--- src/tsa_pkg.sv ---
// Shared constants, opcodes and state types of the tag state and anticollision block
package tsa_pkg;
  // Clock and link timing
  localparam int CLK_FREQ_MHZ = 100;
  localparam int BIT_TIME_NS = 9440;
  localparam int BIT_CYC = (BIT_TIME_NS * CLK_FREQ_MHZ) / 1000;
  localparam int SUBC_HALF_NS = 590;
  localparam int SUBC_CYC = (SUBC_HALF_NS * CLK_FREQ_MHZ) / 1000;
  localparam logic [9:0] BIT_LAST = 10'(BIT_CYC - 1);
  localparam logic [6:0] SUBC_LAST = 7'(SUBC_CYC - 1);
  // Character and frame shape, in bit times
  localparam logic [3:0] CHAR_LAST = 4'h9;
  localparam logic [3:0] SOF_LOW_BITS = 4'ha;
  localparam logic [3:0] SOF_LAST = 4'hb;
  localparam logic [3:0] EOF_LAST = 4'h9;
  // Request buffer, bytes including the two check bytes; reply payload cap in bytes
  localparam int RX_DEPTH = 8;
  localparam logic [3:0] RX_MAX = 4'h8;
  localparam logic [3:0] CRC_BYTES = 4'h2;
  localparam logic [3:0] TX_MAX = 4'h8;
  // Frame check
  localparam logic [15:0] CRC_INIT = 16'hffff;
  localparam logic [15:0] CRC_POLY = 16'h8408;
  localparam logic [15:0] CRC_RESIDUE = 16'hf0b8;
  // Random source and identifier reset value
  localparam logic [15:0] LFSR_SEED = 16'hace1;
  localparam logic [15:0] LFSR_TAPS = 16'hb400;
  localparam logic [7:0] ID_RESET = 8'h00;
  // Command opcodes
  localparam logic [7:0] OP_BEGIN = 8'h06;
  localparam logic [7:0] OP_ZERO_CALL = 8'h04;
  localparam logic [7:0] OP_PROBE = 8'h05;
  localparam logic [7:0] OP_CHOOSE = 8'h0e;
  localparam logic [7:0] OP_RETIRE = 8'h0f;
  localparam logic [7:0] OP_FETCH = 8'h08;
  localparam logic [7:0] OP_STORE = 8'h09;
  localparam logic [7:0] OP_CLONE = 8'h0a;
  localparam logic [7:0] OP_UID = 8'h0b;

  typedef enum logic [4:0] {
    ST_READY = 5'h01,
    ST_INVENTORY = 5'h02,
    ST_SELECTED = 5'h04,
    ST_DESELECTED = 5'h08,
    ST_DEACTIVATED = 5'h10
  } tsa_state_t;

  typedef enum logic [3:0] {
    TX_IDLE = 4'h1,
    TX_SOF = 4'h2,
    TX_CHAR = 4'h4,
    TX_EOF = 4'h8
  } tsa_tx_t;
endpackage

--- src/tsa_char_if.sv ---
// Character stream from the deserializer to the command logic
`timescale 1ns/1ps
`default_nettype none
interface tsa_char_if;
  logic frame_sof;
  logic frame_eof;
  logic char_valid;
  logic char_err;
  logic [7:0] char_data;
  modport src (output frame_sof, output frame_eof, output char_valid, output char_err, output char_data);
  modport dst (input frame_sof, input frame_eof, input char_valid, input char_err, input char_data);
endinterface
`default_nettype wire

--- src/tsa_char_rx.sv ---
// Request deserializer: 10-bit characters, start bit first
`timescale 1ns/1ps
`default_nettype none
module tsa_char_rx (
  input wire logic ref_clk,
  input wire logic reset,
  input wire logic rx_bit,
  input wire logic rx_bit_strobe,
  input wire logic rx_sof,
  input wire logic rx_eof,
  tsa_char_if.src chr
);
  logic [9:0] shift_r;
  logic [3:0] cnt_r;

  // Shift bits in LSB first, emit data with framing check
  // ten-bit character assembly
  always_ff @(posedge ref_clk) begin
    if (reset) begin
      shift_r <= 10'h000;
      cnt_r <= 4'h0;
      chr.frame_sof <= 1'b0;
      chr.frame_eof <= 1'b0;
      chr.char_valid <= 1'b0;
      chr.char_err <= 1'b0;
      chr.char_data <= 8'h00;
    end else begin
      chr.frame_sof <= rx_sof;
      chr.frame_eof <= rx_eof & ~rx_sof;
      chr.char_valid <= 1'b0;
      if (rx_sof || rx_eof) begin
        cnt_r <= 4'h0;
      end else if (rx_bit_strobe) begin
        shift_r <= {rx_bit, shift_r[9:1]};
        if (cnt_r == tsa_pkg::CHAR_LAST) begin
          cnt_r <= 4'h0;
          chr.char_valid <= 1'b1;
          chr.char_data <= shift_r[9:2];
          chr.char_err <= shift_r[1] | ~rx_bit;
        end else begin
          cnt_r <= cnt_r + 4'h1;
        end
      end
    end
  end
endmodule
`default_nettype wire

--- src/tsa_crc16.sv ---
// Byte-wide reflected CRC-16 accumulator
`timescale 1ns/1ps
`default_nettype none
module tsa_crc16 (
  input wire logic ref_clk,
  input wire logic reset,
  input wire logic clear,
  input wire logic byte_en,
  input wire logic [7:0] byte_in,
  output logic [15:0] crc
);
  // One byte through the polynomial, LSB first
  function automatic logic [15:0] crc_step(input logic [15:0] c, input logic [7:0] d);
    logic [15:0] r;
    r = c;
    for (int i = 0; i < 8; i++) begin
      if (r[0] ^ d[i]) begin
        r = (r >> 1) ^ tsa_pkg::CRC_POLY;
      end else begin
        r = r >> 1;
      end
    end
    return r;
  endfunction

  // Accumulator, restarted by clear
  always_ff @(posedge ref_clk) begin
    if (reset || clear) begin
      crc <= tsa_pkg::CRC_INIT;
    end else if (byte_en) begin
      crc <= crc_step(crc, byte_in);
    end
  end
endmodule
`default_nettype wire

--- src/tsa_tag_state.sv ---
// Tag command state machine, anticollision responder and reply framer
`timescale 1ns/1ps
`default_nettype none
module tsa_tag_state (
  input wire logic ref_clk,
  input wire logic reset,
  input wire logic rx_bit,
  input wire logic rx_bit_strobe,
  input wire logic rx_sof,
  input wire logic rx_eof,
  input wire logic mem_rsp_valid,
  input wire logic [3:0] mem_rsp_len,
  input wire logic [63:0] mem_rsp_data,
  output logic tx_frame,
  output logic tx_bit,
  output logic tx_bpsk,
  output logic mem_req,
  output logic [7:0] mem_op,
  output logic [39:0] mem_arg,
  output logic [7:0] session_tag_identifier,
  output logic [4:0] tag_state
);
  tsa_pkg::tsa_state_t state_r;
  tsa_pkg::tsa_tx_t tx_state_r;
  logic [15:0] lfsr_r;
  logic [7:0] id_r;
  logic id_loaded_r;
  logic answered_r;
  logic [7:0] rx_buf_r [tsa_pkg::RX_DEPTH];
  logic [3:0] rx_cnt_r;
  logic rx_err_r;
  logic rx_in_frame_r;
  logic [15:0] rx_crc;
  logic [15:0] tx_crc;
  logic [63:0] tx_pay_r;
  logic [3:0] tx_len_r;
  logic [3:0] bit_cnt_r;
  logic [3:0] char_idx_r;
  logic [9:0] cur_char_r;
  logic [9:0] bit_div_r;
  logic [6:0] subc_div_r;
  logic subc_r;
  logic tx_frame_r;
  logic tx_bit_r;
  logic tx_bpsk_r;
  logic mem_req_r;
  logic mem_wait_r;
  logic [7:0] mem_op_r;
  logic [39:0] mem_arg_r;
  logic [7:0] op;
  logic [7:0] p1;
  logic [3:0] exp_len;
  logic frame_ok;
  logic do_begin;
  logic do_zero;
  logic zero_hit;
  logic do_probe;
  logic probe_hit;
  logic do_choose_hit;
  logic do_choose_miss;
  logic do_retire;
  logic do_mem;
  logic reply_now;
  logic [7:0] reply_byte;
  logic mem_done;
  logic tx_start;
  logic tx_idle;
  logic bit_tick;
  logic sof_done;
  logic char_done;
  logic last_char;
  logic [3:0] load_idx;
  logic tx_crc_en;
  logic bit_val;

  tsa_char_if chr_if ();

  tsa_char_rx u_char_rx (
    .ref_clk(ref_clk),
    .reset(reset),
    .rx_bit(rx_bit),
    .rx_bit_strobe(rx_bit_strobe),
    .rx_sof(rx_sof),
    .rx_eof(rx_eof),
    .chr(chr_if)
  );

  tsa_crc16 u_rx_crc (
    .ref_clk(ref_clk),
    .reset(reset),
    .clear(chr_if.frame_sof),
    .byte_en(chr_if.char_valid & rx_in_frame_r),
    .byte_in(chr_if.char_data),
    .crc(rx_crc)
  );

  tsa_crc16 u_tx_crc (
    .ref_clk(ref_clk),
    .reset(reset),
    .clear(tx_start),
    .byte_en(tx_crc_en),
    .byte_in(tx_pay_r[{load_idx[2:0], 3'h0} +: 8]),
    .crc(tx_crc)
  );

  // Request length without check bytes; zero marks an unknown opcode
  function automatic logic [3:0] cmd_len(input logic [7:0] code);
    unique case (code)
      tsa_pkg::OP_BEGIN, tsa_pkg::OP_ZERO_CALL, tsa_pkg::OP_RETIRE, tsa_pkg::OP_UID: cmd_len = 4'h1;
      tsa_pkg::OP_PROBE, tsa_pkg::OP_CHOOSE, tsa_pkg::OP_FETCH, tsa_pkg::OP_CLONE: cmd_len = 4'h2;
      tsa_pkg::OP_STORE: cmd_len = 4'h6;
      default: cmd_len = 4'h0;
    endcase
  endfunction

  // Next character to send: payload, then inverted check low and high
  function automatic logic [9:0] char_of(input logic [3:0] idx);
    logic [7:0] b;
    if (idx < tx_len_r) begin
      b = tx_pay_r[{idx[2:0], 3'h0} +: 8];
    end else if (idx == tx_len_r) begin
      b = ~tx_crc[7:0];
    end else begin
      b = ~tx_crc[15:8];
    end
    return {1'b1, b, 1'b0};
  endfunction

  // Free-running random source
  always_ff @(posedge ref_clk) begin
    if (reset) begin
      lfsr_r <= tsa_pkg::LFSR_SEED;
    end else begin
      lfsr_r <= lfsr_r[0] ? ((lfsr_r >> 1) ^ tsa_pkg::LFSR_TAPS) : (lfsr_r >> 1);
    end
  end

  // Request byte count and error tracking
  // frame delimited by start and end marks
  always_ff @(posedge ref_clk) begin
    if (reset) begin
      rx_cnt_r <= 4'h0;
      rx_err_r <= 1'b0;
      rx_in_frame_r <= 1'b0;
    end else if (chr_if.frame_sof) begin
      rx_cnt_r <= 4'h0;
      rx_err_r <= 1'b0;
      rx_in_frame_r <= 1'b1;
    end else if (chr_if.frame_eof) begin
      rx_in_frame_r <= 1'b0;
    end else if (chr_if.char_valid && rx_in_frame_r) begin
      if (rx_cnt_r == tsa_pkg::RX_MAX) begin
        rx_err_r <= 1'b1;
      end else begin
        rx_cnt_r <= rx_cnt_r + 4'h1;
      end
      if (chr_if.char_err) begin
        rx_err_r <= 1'b1;
      end
    end
  end

  // Request byte storage
  always_ff @(posedge ref_clk) begin
    if (chr_if.char_valid && rx_in_frame_r && rx_cnt_r != tsa_pkg::RX_MAX) begin
      rx_buf_r[rx_cnt_r[2:0]] <= chr_if.char_data;
    end
  end

  // Frame acceptance and per-state command decode
  // bad opcode, length or check is dropped silently
  assign op = rx_buf_r[0];
  assign p1 = rx_buf_r[1];
  assign exp_len = cmd_len(op);
  assign tx_idle = (tx_state_r == tsa_pkg::TX_IDLE);
  assign frame_ok = chr_if.frame_eof & rx_in_frame_r & ~rx_err_r & (exp_len != 4'h0)
                  & (rx_cnt_r == exp_len + tsa_pkg::CRC_BYTES) & (rx_crc == tsa_pkg::CRC_RESIDUE)
                  & tx_idle & ~mem_wait_r;
  // begin only from ready or inventory
  assign do_begin = frame_ok & (op == tsa_pkg::OP_BEGIN)
                  & (state_r == tsa_pkg::ST_READY || state_r == tsa_pkg::ST_INVENTORY);
  // fresh nibble, answer only on zero
  assign do_zero = frame_ok & (op == tsa_pkg::OP_ZERO_CALL) & (state_r == tsa_pkg::ST_INVENTORY);
  assign zero_hit = do_zero & (lfsr_r[3:0] == 4'h0);
  // slot index against nibble, once only
  assign do_probe = frame_ok & (op == tsa_pkg::OP_PROBE) & (state_r == tsa_pkg::ST_INVENTORY);
  assign probe_hit = do_probe & (p1[3:0] == id_r[3:0]) & ~answered_r;
  // matching choose-tag from inventory, selected or deselected
  assign do_choose_hit = frame_ok & (op == tsa_pkg::OP_CHOOSE) & (p1 == id_r)
                       & (state_r == tsa_pkg::ST_INVENTORY || state_r == tsa_pkg::ST_SELECTED
                          || state_r == tsa_pkg::ST_DESELECTED);
  assign do_choose_miss = frame_ok & (op == tsa_pkg::OP_CHOOSE) & (p1 != id_r) & (state_r == tsa_pkg::ST_SELECTED);
  assign do_retire = frame_ok & (op == tsa_pkg::OP_RETIRE) & (state_r == tsa_pkg::ST_SELECTED);
  // memory class served only when selected
  assign do_mem = frame_ok & (state_r == tsa_pkg::ST_SELECTED)
                & (op == tsa_pkg::OP_FETCH || op == tsa_pkg::OP_STORE || op == tsa_pkg::OP_CLONE || op == tsa_pkg::OP_UID);

  // Lifecycle state
  // reset lands in ready
  always_ff @(posedge ref_clk) begin
    if (reset) begin
      state_r <= tsa_pkg::ST_READY;
    end else begin
      unique case (state_r)
        tsa_pkg::ST_READY: begin
          if (do_begin) begin
            state_r <= tsa_pkg::ST_INVENTORY;
          end
        end
        tsa_pkg::ST_INVENTORY: begin
          if (do_choose_hit) begin
            state_r <= tsa_pkg::ST_SELECTED;
          end
        end
        tsa_pkg::ST_SELECTED: begin
          if (do_retire) begin
            state_r <= tsa_pkg::ST_DEACTIVATED;
          end else if (do_choose_miss) begin
            state_r <= tsa_pkg::ST_DESELECTED;
          end
        end
        tsa_pkg::ST_DESELECTED: begin
          if (do_choose_hit) begin
            state_r <= tsa_pkg::ST_SELECTED;
          end
        end
        // no way out but power loss
        tsa_pkg::ST_DEACTIVATED: begin
          state_r <= tsa_pkg::ST_DEACTIVATED;
        end
        default: begin
          state_r <= tsa_pkg::ST_READY;
        end
      endcase
    end
  end

  // Session identifier: LFSR_SEED low byte at power-up, redrawn by begin, slot nibble only redrawn by zero call
  // eight bits, slot nibble low
  always_ff @(posedge ref_clk) begin
    if (reset) begin
      id_r <= tsa_pkg::ID_RESET;
      id_loaded_r <= 1'b0;
    end else if (!id_loaded_r) begin
      id_r <= lfsr_r[7:0];
      id_loaded_r <= 1'b1;
    end else if (do_begin) begin
      id_r <= lfsr_r[7:0];
    end else if (do_zero) begin
      id_r[3:0] <= lfsr_r[3:0];
    end
  end

  // Once-per-sequence answer flag
  // slot answer at most once
  always_ff @(posedge ref_clk) begin
    if (reset || do_begin) begin
      answered_r <= 1'b0;
    end else if (do_zero) begin
      answered_r <= zero_hit;
    end else if (probe_hit) begin
      answered_r <= 1'b1;
    end
  end

  // Memory-side request and wait for its answer
  always_ff @(posedge ref_clk) begin
    if (reset) begin
      mem_req_r <= 1'b0;
      mem_wait_r <= 1'b0;
      mem_op_r <= 8'h00;
      mem_arg_r <= 40'h00_0000_0000;
    end else begin
      mem_req_r <= do_mem;
      if (do_mem) begin
        mem_wait_r <= 1'b1;
        mem_op_r <= op;
        mem_arg_r <= {rx_buf_r[5], rx_buf_r[4], rx_buf_r[3], rx_buf_r[2], p1};
      end else if (mem_rsp_valid) begin
        mem_wait_r <= 1'b0;
      end
    end
  end

  // Reply source: own identifier or memory answer
  assign reply_now = do_begin | zero_hit | probe_hit | do_choose_hit;
  assign reply_byte = do_begin ? lfsr_r[7:0] : (zero_hit ? {id_r[7:4], lfsr_r[3:0]} : id_r);
  assign mem_done = mem_wait_r & mem_rsp_valid;
  assign tx_start = reply_now | (mem_done & (mem_rsp_len != 4'h0));

  // Reply payload latch
  always_ff @(posedge ref_clk) begin
    if (reset) begin
      tx_pay_r <= 64'h0;
      tx_len_r <= 4'h0;
    end else if (tx_start) begin
      tx_pay_r <= reply_now ? {56'h0, reply_byte} : mem_rsp_data;
      tx_len_r <= reply_now ? 4'h1 : ((mem_rsp_len > tsa_pkg::TX_MAX) ? tsa_pkg::TX_MAX : mem_rsp_len);
    end
  end

  // Bit-rate divider, running only while a reply is on air
  always_ff @(posedge ref_clk) begin
    if (reset || tx_idle || bit_tick) begin
      bit_div_r <= 10'h000;
    end else begin
      bit_div_r <= bit_div_r + 10'h001;
    end
  end
  assign bit_tick = (bit_div_r == tsa_pkg::BIT_LAST);

  // Character sequencing and check accumulation
  assign sof_done = (tx_state_r == tsa_pkg::TX_SOF) & bit_tick & (bit_cnt_r == tsa_pkg::SOF_LAST);
  assign char_done = (tx_state_r == tsa_pkg::TX_CHAR) & bit_tick & (bit_cnt_r == tsa_pkg::CHAR_LAST);
  assign last_char = (char_idx_r == tx_len_r + 4'h1);
  assign load_idx = sof_done ? 4'h0 : char_idx_r + 4'h1;
  assign tx_crc_en = (sof_done | (char_done & ~last_char)) & (load_idx < tx_len_r);

  // Reply framer
  // SOF, payload, two check bytes, EOF
  always_ff @(posedge ref_clk) begin
    if (reset) begin
      tx_state_r <= tsa_pkg::TX_IDLE;
      bit_cnt_r <= 4'h0;
      char_idx_r <= 4'h0;
      cur_char_r <= 10'h000;
    end else begin
      unique case (tx_state_r)
        tsa_pkg::TX_IDLE: begin
          bit_cnt_r <= 4'h0;
          if (tx_start) begin
            tx_state_r <= tsa_pkg::TX_SOF;
          end
        end
        tsa_pkg::TX_SOF: begin
          if (sof_done) begin
            tx_state_r <= tsa_pkg::TX_CHAR;
            bit_cnt_r <= 4'h0;
            char_idx_r <= 4'h0;
            cur_char_r <= char_of(4'h0);
          end else if (bit_tick) begin
            bit_cnt_r <= bit_cnt_r + 4'h1;
          end
        end
        tsa_pkg::TX_CHAR: begin
          if (char_done) begin
            bit_cnt_r <= 4'h0;
            if (last_char) begin
              tx_state_r <= tsa_pkg::TX_EOF;
            end else begin
              char_idx_r <= load_idx;
              cur_char_r <= char_of(load_idx);
            end
          end else if (bit_tick) begin
            bit_cnt_r <= bit_cnt_r + 4'h1;
          end
        end
        tsa_pkg::TX_EOF: begin
          if (bit_tick && bit_cnt_r == tsa_pkg::EOF_LAST) begin
            tx_state_r <= tsa_pkg::TX_IDLE;
          end else if (bit_tick) begin
            bit_cnt_r <= bit_cnt_r + 4'h1;
          end
        end
        default: begin
          tx_state_r <= tsa_pkg::TX_IDLE;
        end
      endcase
    end
  end

  // Baseband bit of the current frame element
  // start bit leaves first
  always_comb begin
    bit_val = 1'b0;
    if (tx_state_r == tsa_pkg::TX_SOF) begin
      bit_val = (bit_cnt_r >= tsa_pkg::SOF_LOW_BITS);
    end else if (tx_state_r == tsa_pkg::TX_CHAR) begin
      bit_val = cur_char_r[bit_cnt_r];
    end
  end

  // Subcarrier square wave and phase-keyed output
  // phase flips for a zero bit
  always_ff @(posedge ref_clk) begin
    if (reset || tx_idle) begin
      subc_div_r <= 7'h00;
      subc_r <= 1'b0;
    end else if (subc_div_r == tsa_pkg::SUBC_LAST) begin
      subc_div_r <= 7'h00;
      subc_r <= ~subc_r;
    end else begin
      subc_div_r <= subc_div_r + 7'h01;
    end
  end

  // Output flops
  always_ff @(posedge ref_clk) begin
    if (reset) begin
      tx_frame_r <= 1'b0;
      tx_bit_r <= 1'b0;
      tx_bpsk_r <= 1'b0;
    end else begin
      tx_frame_r <= ~tx_idle;
      tx_bit_r <= bit_val & ~tx_idle;
      tx_bpsk_r <= ~tx_idle & (subc_r ~^ bit_val);
    end
  end

  assign tx_frame = tx_frame_r;
  assign tx_bit = tx_bit_r;
  assign tx_bpsk = tx_bpsk_r;
  assign mem_req = mem_req_r;
  assign mem_op = mem_op_r;
  assign mem_arg = mem_arg_r;
  assign session_tag_identifier = id_r;
  assign tag_state = state_r;
endmodule
`default_nettype wire

--- config.mk ---
export PLATFORM = sky130hd
export DESIGN_NAME = tsa_tag_state
export DESIGN_NICKNAME = d
export VERILOG_FILES = /design/src/tsa_pkg.sv /design/src/tsa_char_if.sv /design/src/tsa_char_rx.sv /design/src/tsa_crc16.sv /design/src/tsa_tag_state.sv
export SDC_FILE = /design/constraint.sdc
export NUM_CORES = 1
export LEC_CHECK = 0
export BUFFER_PORTS_ARGS = -buffer_cell sky130_fd_sc_hd__buf_2
export CORE_MARGIN = 4
export CORE_UTILIZATION = 59
export CTS_BUF_LIST = sky130_fd_sc_hd__clkbuf_8 sky130_fd_sc_hd__clkbuf_16
export DETAILED_ROUTE_END_ITERATION = 16
export PLACE_DENSITY_LB_ADDON = 0.2
export SETUP_SLACK_MARGIN = 0.2
export SLEW_MARGIN = 20
export SYNTH_ARGS = -nofsm -noshare
export SYNTH_HDL_FRONTEND = slang
export SYNTH_SLANG_ARGS = --single-unit
--- constraint.sdc ---
create_clock -name ref_clk -period 4.72 [get_ports ref_clk]
set_clock_uncertainty 0.2 [all_clocks]
set_input_delay 0.944 -clock ref_clk [delete_from_list [all_inputs] [get_ports ref_clk]]
set_output_delay 0.944 -clock ref_clk [all_outputs]
set_load 0.05 [all_outputs]
==> results of run 1 <==
==> synth_stat cells, drive strengths merged (22+ instances only) <==
master / count / area (sq um)
clkbuf: 71 / 267
a21oi: 150 / 773
nand3: 28 / 145
nand2: 301 / 1130
nor2: 112 / 428
edfxtp: 48 / 1440
nor3: 22 / 110
xor2: 44 / 385
xnor2: 51 / 492
o211ai: 32 / 245
a211oi: 23 / 173
dfxtp: 254 / 5080
mux2i: 44 / 440
o21ai: 35 / 186
==> power groups by stage <==
stage	registers, W	logic (W)	clock network (W)
2_1_floorplan	0.00270	0.0000544	0
3_3_place_gp	0.00269	0.000117	0
3_5_place_dp	0.00269	0.000117	0
4_1_cts	0.00264	0.000118	0.00231
5_1_grt	0.00264	0.000129	0.00242
6_report	0.00264	0.000117	0.00228
==> worst paths after layout <==
path,startpoint,end,cells after the start
worst max-delay path,rx_buf_r[0][1]$_DFFE_PP_,mem_op[7]$_SDFFE_PP0P_,10
worst min-delay path,lfsr_r[8]$_SDFF_PP0_,lfsr_r[7]$_SDFF_PP1_,1
worst max register to register,rx_buf_r[0][1]$_DFFE_PP_,mem_op[7]$_SDFFE_PP0P_,10
worst min register to register,lfsr_r[8]$_SDFF_PP0_,lfsr_r[7]$_SDFF_PP1_,1
==> registers in the layout (all words and copies together), names as in the netlist, 4 cells and up <==
| register | flops |
|---|---|
| u_char_rx.cnt_r | 4 |
| bit_div_r | 10 |
| tx_len_r | 4 |
| cur_char_r | 9 |
| bit_cnt_r | 4 |
| rx_cnt_r | 4 |
| u_char_rx.chr.char_data | 8 |
| u_char_rx.shift_r | 9 |
| tag_state | 5 |
| char_idx_r | 4 |
| mem_arg | 40 |
| session_tag_identifier | 8 |
| subc_div_r | 7 |
| u_rx_crc.crc | 16 |
| mem_op | 8 |
| lfsr_r | 16 |
| tx_pay_r | 64 |
| u_tx_crc.crc | 16 |
| tx_state_r | 4 |
| rx_buf_r | 48 |
==> critical path: stages (launching register included) <==
cell	delay, ns
edfxtp_1	0.52
or4bb_1	0.54
o221a_2	0.15
nor2_1	0.10
ha_1	0.25
xor2_1	0.15
or4_1	0.43
or4_1	0.50
or3_1	0.36
buf_4	0.29
and3_1	0.25
==> kinds of logic after synthesis <==
group / after synthesis / share of synthesized area
AO/OA/AOI/OAI: 284 / 0.135
adder cells (fa/ha/maj): 16 / 0.0152
multiplexers: 64 / 0.0524
flip-flops: 302 / 0.497
AND/OR/NAND/NOR: 572 / 0.198
buffers and inverters: 101 / 0.0318
XOR/XNOR: 97 / 0.0702
==> layout make-up <==
| type | instances | area (sq um) |
|---|---|---|
| Fill cell | 1777 | 6940 |
| Timing Repair Buffer | 154 | 811 |
| Inverter | 19 | 71.3 |
| Clock inverter | 24 | 160 |
| Sequential cell | 302 | 6530 |
| Multi-Input combinational cell | 1033 | 6240 |
| Clock buffer | 32 | 790 |
| Tap cell | 280 | 350 |
==> layer usage <==
| layer | vias to the layer above | share of wire | global-route usage |
|---|---|---|---|
| met5 | - | 0 | 0 |
| met4 | 0 | 0.033 | 0.0852 |
| met3 | 67 | 0.059 | 0.0377 |
| met2 | 311 | 0.49 | 0.431 |
| met1 | 5018 | 0.42 | 0.341 |
| li1 | 5168 | - | - |
==> metrics by stage <==
| step | util | instance area [sq um] | instances | setup WS (ns) | total power, W |
|---|---|---|---|---|---|
| final | 0.683 | 14900 | 1844 | 0.844 | 0.00503 |
| after global routing | 0.683 | 14900 | 1844 | 0.673 | 0.00518 |
| after CTS | 0.682 | 14900 | 1844 | 0.871 | 0.00507 |
| after detailed placement | 0.639 | 14000 | 1788 | 0.886 | 0.00281 |
| after global placement | 0.639 | 14000 | 1788 | 0.948 | 0.00281 |
| after floorplan | - | 13100 | 1436 | 1.09 | 0.00275 |
==> results.sh, run 1 <==
export IMPL_min_period_ns=3.88
export IMPL_num_vias=10600
export IMPL_crit_type="reg2reg"
export IMPL_place_detailed_hpwl_um=22700
export IMPL_slew_headroom=0.352
export IMPL_syn_to_final_growth_pct=13.8
export IMPL_outcome="finished clean"
export IMPL_cp_required_ns=4.96
export IMPL_p_int_w=0.00393
export IMPL_timing_fmax_mhz=258
export IMPL_holdWs_ns=0.211
export IMPL_place_congestion=0.904
export IMPL_layout_commonest_cell="nand2_1"
export IMPL_synthFlopType="dfxtp_1"
export IMPL_power_switching_w=0.00110
export IMPL_num_rows=54
export IMPL_grt_setup_unrepaired="no"
export IMPL_antenna_found_initial=0
export IMPL_pwr_share_clk=0.453
export IMPL_syn_area_sq_mm=0.0131
export IMPL_ant_nets=0
export IMPL_drc=0
export IMPL_track_usage=0.256
export IMPL_cap_violations=0
export IMPL_ctsHoldBuffers=0
export IMPL_cp_data_arrival_time_ns=4.12
export IMPL_fp_dieW_um=157
export IMPL_crit_fanout=48
export IMPL_comb_power_share=0.023
export IMPL_cts_sinks=302
export IMPL_drt_iter0_drc=789
export IMPL_first_global_vias=10100
export IMPL_async_flop_share=0
export IMPL_peakVddDrop_mv=0.303
export IMPL_synth_edff_count=48
export IMPL_io_pins=140
export IMPL_final_cell_mix="nand2_1, dfxtp_1, a21oi_1, buf_2, nor2_1"
export IMPL_clk_path_buf_depth=3
export IMPL_first_pass_iters=5
export IMPL_coreArea_sq_mm=0.0219
export IMPL_synth_distinct_cells=79
export IMPL_cts_root_buf="clkbuf_16"
export IMPL_grt_max_degree=74
export IMPL_yosys_register_bits=302
export IMPL_end_kind="register"
export IMPL_setup_viol=0
export IMPL_cts_tree="done"
export IMPL_dieArea_sq_mm=0.0247
export IMPL_hold_class="reg2reg"
export IMPL_drive_above_1_share=0.172
export IMPL_grt_pass1_wl_um=51700
export IMPL_drv_slew=0
export IMPL_post_cts_buffers=0
export IMPL_seq_area_frac_synth=0.497
export IMPL_insertion_delay_ns=0.56
export IMPL_via_per_inst=5.73
export IMPL_yosysWarningCount=0
export IMPL_syn_area_per_cell_sq_um=9.15
export IMPL_wire_per_inst_um=17.4
export IMPL_power_density_mw_per_mm2=336
export IMPL_path_clk_slew_ns=0.06
export IMPL_synth_cells=1436
export IMPL_worst_slew_pin_slew_ns=0.971
export IMPL_fp_dieH_um=157
export IMPL_port_buffer_count=139
export IMPL_grt_overflow_total=0
export IMPL_fin_crit_sh=0.821
export IMPL_finalNetCount=1631
export IMPL_cp_start_kind="register"
export IMPL_syn_nets=1527
export IMPL_seq_power_share=0.524
export IMPL_initial_core_util=0.600
export IMPL_cts_made_buffers=30
export IMPL_htree_num_levels=1
export IMPL_switching_share=0.218
export IMPL_n_antenna_cell=0
export IMPL_cts_resized=0
export IMPL_hold_violations=0
export IMPL_p_leak_nw=5.71
export IMPL_fin_tns_setup_ns=0
export IMPL_routed_wl_um=32100
export IMPL_rrSetupSlack_ns=0.84
Power figures use the tool's default switching activity.
==> run 2: changes to the inputs <==
Settings changed: ABC_AREA set to 1, CORE_UTILIZATION 59 to 53.
Clock period 4.72 ns to 3.3 ns, I/O delays scaled along.
==> results.sh, run 2 <==
export IMPL_place_detailed_hpwl_um=25000
export IMPL_rr_worst_depth=16
export IMPL_ant_nets=0
export IMPL_yosys_register_bits=302
export IMPL_clk_path_buf_depth=3
export IMPL_insertion_delay_ns=0.57
export IMPL_port_buffer_count=139
export IMPL_end_kind="register"
export IMPL_hold_violations=0
export IMPL_top_register="tx_pay_r"
export IMPL_crit_fanout=18
export IMPL_crit_type="reg2reg"
export IMPL_reg2reg_from="rx_buf_r[0][2]$_DFFE_PP_"
export IMPL_layout_commonest_cell="nand2_1"
export IMPL_drc=0
export IMPL_cts_made_buffers=31
export IMPL_fin_tns_setup_ns=0
export IMPL_syn_to_final_growth_pct=19.0
export IMPL_placed_cell_area_sq_mm=0.0146
export IMPL_final_cell_mix="nand2_1, dfxtp_1, nor2_1, inv_1, buf_2"
export IMPL_grt_max_degree=90
export IMPL_path_clk_slew_ns=0.06
export IMPL_first_global_vias=11300
export IMPL_num_rows=58
export IMPL_grt_pass1_wl_um=57300
export IMPL_initial_core_util=0.537
export IMPL_dieArea_sq_mm=0.0280
export IMPL_cts_root_buf="clkbuf_16"
export IMPL_place_congestion=0.904
export IMPL_drv_slew=0
export IMPL_wire_per_inst_um=16.0
export IMPL_holdPathEnd="u_char_rx.chr.frame_eof$_SDFF_PP0_"
export IMPL_cp_data_arrival_time_ns=3.34
export IMPL_ctsHoldBuffers=0
export IMPL_outcome="finished clean"
export IMPL_io_pins=140
export IMPL_cp_start_kind="register"
export IMPL_rrSetupSlack_ns=0.22
export IMPL_synth_distinct_cells=56
export IMPL_yosys_top_cells_area="dfxtp_1, edfxtp_1, nand2_1"
export IMPL_synth_area_leader_cell="dfxtp_1"
export IMPL_syn_nets=1820
export IMPL_syn_area_per_cell_sq_um=7.79
export IMPL_first_pass_iters=8
export IMPL_peakVddDrop_mv=0.364
export IMPL_hold_path_depth=3
export IMPL_via_per_inst=5.38
export IMPL_coreArea_sq_mm=0.0251
export IMPL_yosys_area_top_type_share=0.377
export IMPL_dp_slack_ns=0.170
export IMPL_hold_class="in2reg"
export IMPL_htree_num_levels=1
export IMPL_largest_reg_flops=64
export IMPL_synth_most_common_cell="nand2_1"
export IMPL_drive_above_1_share=0.182
export IMPL_slew_headroom=0.453
export IMPL_antenna_found_initial=0
export IMPL_finalInstanceArea_sq_mm=0.0160
export IMPL_cts_tree="done"
export IMPL_track_usage=0.245
export IMPL_grt_setup_unrepaired="yes"
export IMPL_min_period_ns=3.08
export IMPL_drt_iter0_drc=961
export IMPL_synthFlopType="dfxtp_1"
export IMPL_ys_top_cells_by_count="nand2_1, dfxtp_1, nor2_1"
export IMPL_p_leak_nw=6.95
export IMPL_fp_dieW_um=167
export IMPL_cap_violations=0
export IMPL_synth_cells=1729
export IMPL_fin_crit_sh=0.934
export IMPL_num_vias=12100
export IMPL_worstHoldStart="rx_eof"
export IMPL_seq_area_frac_synth=0.484
export IMPL_finalNetCount=1986
export IMPL_finalPower_w=0.00824
export IMPL_timing_rr_end="tx_pay_r[47]$_SDFFE_PP0P_"
export IMPL_routed_wl_um=36100
export IMPL_timing_fmax_mhz=325
export IMPL_power_density_mw_per_mm2=513
export IMPL_synth_edff_count=48
export IMPL_fp_dieH_um=167
export IMPL_grt_overflow_total=0
export IMPL_worst_slew_pin_slew_ns=0.813
export IMPL_cp_required_ns=3.56
export IMPL_syn_area_sq_mm=0.0135
export IMPL_cts_sinks=302
export IMPL_fin_ws_ns=0.219
export IMPL_yosysWarningCount=0
export IMPL_holdWs_ns=0.117
export IMPL_setup_viol=0
export IMPL_async_flop_share=0
run 2: cell types whose count changed in the layout (fill, tap and decap cells not counted), moves of 20 or more:
cell	before	now
nor2_1	110	227
inv_1	22	159
mux2i_1	44	0
buf_4	16	39
xor2_1	44	13
xnor2_1	45	25
nand2_1	301	349
o21ai_0	27	120
a21oi_1	146	110
nand3_1	26	124
run 2: per-layer routing:
metal  global-route usage  wire length, um  vias up
met5              0.00522                0        -
li1                     -                -     6040
met2                0.419            17400      351
met3               0.0392             2130       64
met1                0.322            15500     5648
met4               0.0699             1010        0
run 2: what timing repair did:
item                                    CTS  global route
buffers inserted                          3            21
endpoints found under the setup margin   59           152
cloned                                    0             5
pin swaps                                 0            10
gates resized for setup                   1            49
run 2: stage by stage:
step	std cells	utilization
floorplan	1729	-
global placement	2163	0.580
detailed placement	2163	0.580
CTS	2221	0.622
global route	2247	0.639
finish	2248	0.639
run 2: final cells by class:
| type | instances | area, sq um |
|---|---|---|
| Tap cell | 330 | 413 |
| Timing Repair inverter | 3 | 18.8 |
| Sequential cell | 302 | 6530 |
| Clock inverter | 20 | 181 |
| Timing Repair Buffer | 197 | 1280 |
| Clock buffer | 35 | 831 |
| Multi-Input combinational cell | 1188 | 6110 |
| Inverter | 172 | 669 |
| Antenna cell | 1 | 2.50 |
| Fill cell | 2200 | 9070 |
run 2: logic make-up after synthesis:
kind of cell | Yosys count | synth area share
fa+ha+maj | 16 | 0.0149
compound gates | 315 | 0.135
xor+xnor | 39 | 0.0259
flops | 302 | 0.484
buf+inv | 240 | 0.0731
simple gates | 817 | 0.267
run 2: how the worst max path moves through the flow:
stage                                        start                             to  slack (ns)  depth (start not counted)
after floorplan            bit_div_r[0]$_SDFF_PP0_  u_tx_crc.crc[14]$_SDFFE_PP1P_        0.26                         16
after global placement    rx_buf_r[0][1]$_DFFE_PP_      tx_pay_r[53]$_SDFFE_PP0P_        0.27                         16
after detailed placement  rx_buf_r[0][1]$_DFFE_PP_      tx_pay_r[53]$_SDFFE_PP0P_        0.17                         16
after CTS                 rx_buf_r[0][1]$_DFFE_PP_       tx_pay_r[1]$_SDFFE_PP0P_        0.20                         17
after global routing      rx_buf_r[0][2]$_DFFE_PP_        mem_arg[4]$_SDFFE_PP0P_        0.07                         14
final                     rx_buf_r[0][2]$_DFFE_PP_      tx_pay_r[47]$_SDFFE_PP0P_        0.22                         16
run 2: worst max-delay path, cell delays in order, from the launching register on:
cell and delay, ns:
edfxtp_1 0.46, buf_4 0.18, nor4_2 0.27, ha_1 0.28, xor2_1 0.14, nor2_1 0.14, nand3_1 0.13, nor2_4 0.14
nand3_4 0.12, nor3_4 0.20, nor2_4 0.08, nand2_4 0.09, nor2_8 0.07, buf_12 0.13, nand2_8 0.10, buf_12 0.17
a21oi_1 0.06
run 2: power by group:
group	switching (W)	internal, W	total [W]	leakage (nW)
combinational	0.000601	0.000249	0.000850	3.99
sequential	0.0000815	0.00383	0.00391	2.42
clock	0.00145	0.00202	0.00348	0.535
total	0.00213	0.00610	0.00824	6.95
==> run 3: changes to the inputs <==
Settings changed: CORE_MARGIN 4 to not set.
==> results.sh, run 3 (same netlist as run 2, synthesis figures left out) <==
export IMPL_grt_pass1_wl_um=56900
export IMPL_initial_core_util=0.548
export IMPL_cp_required_ns=3.54
export IMPL_timing_fmax_mhz=320
export IMPL_holdWs_ns=0.137
export IMPL_cpPeakStageDelay_ns=0.38
export IMPL_grt_max_degree=61
export IMPL_end_kind="register"
export IMPL_largest_reg_flops=64
export IMPL_power_density_mw_per_mm2=506
export IMPL_drv_slew=0
export IMPL_outcome="finished clean"
export IMPL_cap_violations=0
export IMPL_crit_fanout=36
export IMPL_fin_crit_sh=0.948
export IMPL_num_vias=12300
export IMPL_first_pass_iters=5
export IMPL_cts_root_buf="clkbuf_16"
export IMPL_drt_iter0_drc=859
export IMPL_place_congestion=0.936
export IMPL_dr_wl_met2_um=18100
export IMPL_fp_dieH_um=161
export IMPL_antenna_found_initial=0
export IMPL_finalPower_w=0.00829
export IMPL_p_leak_nw=7.06
export IMPL_peakVddDrop_mv=0.399
export IMPL_path_clk_slew_ns=0.06
export IMPL_dieArea_sq_mm=0.0261
export IMPL_ant_nets=0
export IMPL_syn_to_final_growth_pct=21.5
export IMPL_finalNetCount=1993
export IMPL_first_global_vias=11300
export IMPL_fin_tns_setup_ns=0
export IMPL_n_antenna_cell=0
export IMPL_placedCellCount=2158
export IMPL_insertion_delay_ns=0.57
export IMPL_layout_commonest_cell="nand2_1"
export IMPL_clk_path_buf_depth=3
export IMPL_drive_above_1_share=0.202
export IMPL_worst_slew_pin_slew_ns=0.777
export IMPL_drc=0
export IMPL_min_period_ns=3.13
export IMPL_top_register="tx_pay_r"
export IMPL_htree_num_levels=1
export IMPL_topRoutingLayerUsed="met4"
export IMPL_dp_slack_ns=0.182
export IMPL_cts_sinks=302
export IMPL_rrSetupSlack_ns=0.17
export IMPL_setup_viol=0
export IMPL_num_rows=57
export IMPL_fin_ws_ns=0.172
export IMPL_grt_overflow_total=0
export IMPL_via_per_inst=5.48
export IMPL_hold_class="in2reg"
export IMPL_coreArea_sq_mm=0.0246
export IMPL_cp_start_kind="register"
export IMPL_slew_headroom=0.482
export IMPL_ctsHoldBuffers=0
export IMPL_track_usage=0.270
export IMPL_cp_data_arrival_time_ns=3.37
export IMPL_cts_tree="done"
export IMPL_port_buffer_count=139
export IMPL_wire_per_inst_um=16.7
export IMPL_hold_violations=0
export IMPL_wl_met3_um=2530
export IMPL_io_pins=140
export IMPL_wl_met1_um=15700
export IMPL_fp_dieW_um=161
export IMPL_crit_type="reg2reg"
export IMPL_cts_made_buffers=31
export IMPL_place_detailed_hpwl_um=25100
export IMPL_routed_wl_um=37600
export IMPL_final_cells=2250
export IMPL_final_cell_mix="nand2_1, dfxtp_1, nor2_1, inv_1, buf_2"
export IMPL_cpMaxStageDelayCell="edfxtp_1"
export IMPL_grt_setup_unrepaired="yes"
export IMPL_crit_chain="nor2_2 -> nand3_2 -> nor4_2 -> ha_1 -> xor2_1 -> nor2_1 -> nand3_1 -> nor2_2 -> nand3_2 -> nor3_2 -> nor2_4 -> nand2_4 -> nor2_8 -> nand2_4 -> buf_12 -> a21oi_1"
[run 3: cell count changes in the layout (fill, tap and decap cells not counted), moves of 6 or more]
| cell | change |
|---|---|
| nor2_1 | -27 |
| nor2_4 | +16 |
| o21ai_0 | -14 |
| nor2_2 | +11 |
| o21ai_1 | +10 |
| clkbuf_16 | +6 |
[run 3: final timing paths]
| path | start | to | depth (start not counted) |
|---|---|---|---|
| worst max-delay path | rx_buf_r[0][5]$_DFFE_PP_ | tx_pay_r[20]$_SDFFE_PP0P_ | 16 |
| worst min-delay path | rx_eof | u_char_rx.chr.frame_eof$_SDFF_PP0_ | 3 |
| worst max register to register | rx_buf_r[0][5]$_DFFE_PP_ | tx_pay_r[20]$_SDFFE_PP0P_ | 16 |
| worst min register to register | lfsr_r[15]$_SDFF_PP1_ | lfsr_r[14]$_SDFF_PP0_ | 2 |
[run 3: power breakdown]
part           switching (W)  internal [W]  total, W
registers          0.0000888       0.00383   0.00392
logic               0.000632      0.000276  0.000908
clock network        0.00143       0.00203   0.00347
total                0.00215       0.00614   0.00829
[run 3: what timing repair did]
item                       4_1_cts  5_1_grt
pin swaps                        1       25
setup buffers                    4       17
cloned                           0       14
setup endpoints to repair       33      156
resized for setup                3      121
[run 3: area by class of cell]
type,instances,area (sq um)
timing repair buffer,207,1470
clock inverter,18,135
fill,2097,8230
clock buffer,39,886
inverter,172,671
multi-input combinational,1188,6270
sequential,302,6530
tap,324,405
[run 3: critical path, delay by kind of cell, from the launching register on]
family / cells / cell delay [ns]
xor+xnor: 1 / 0.15
fa+ha+maj: 1 / 0.27
flops: 1 / 0.38
simple gates: 12 / 1.71
buf+inv: 1 / 0.21
compound gates: 1 / 0.07
[run 3: per-layer routing]
metal / vias up / track usage
met5: - / 0
met3: 81 / 0.0424
met1: 5760 / 0.345
met2: 432 / 0.463
li1: 6068 / -
met4: 0 / 0.0956
[run 3: through the flow]
stage                     cell area [sq um]   util
after global routing                  16400  0.665
after global placement                14500  0.591
after floorplan                       13500      -
final                                 16400  0.665
after CTS                             15600  0.634
after detailed placement              14500  0.591
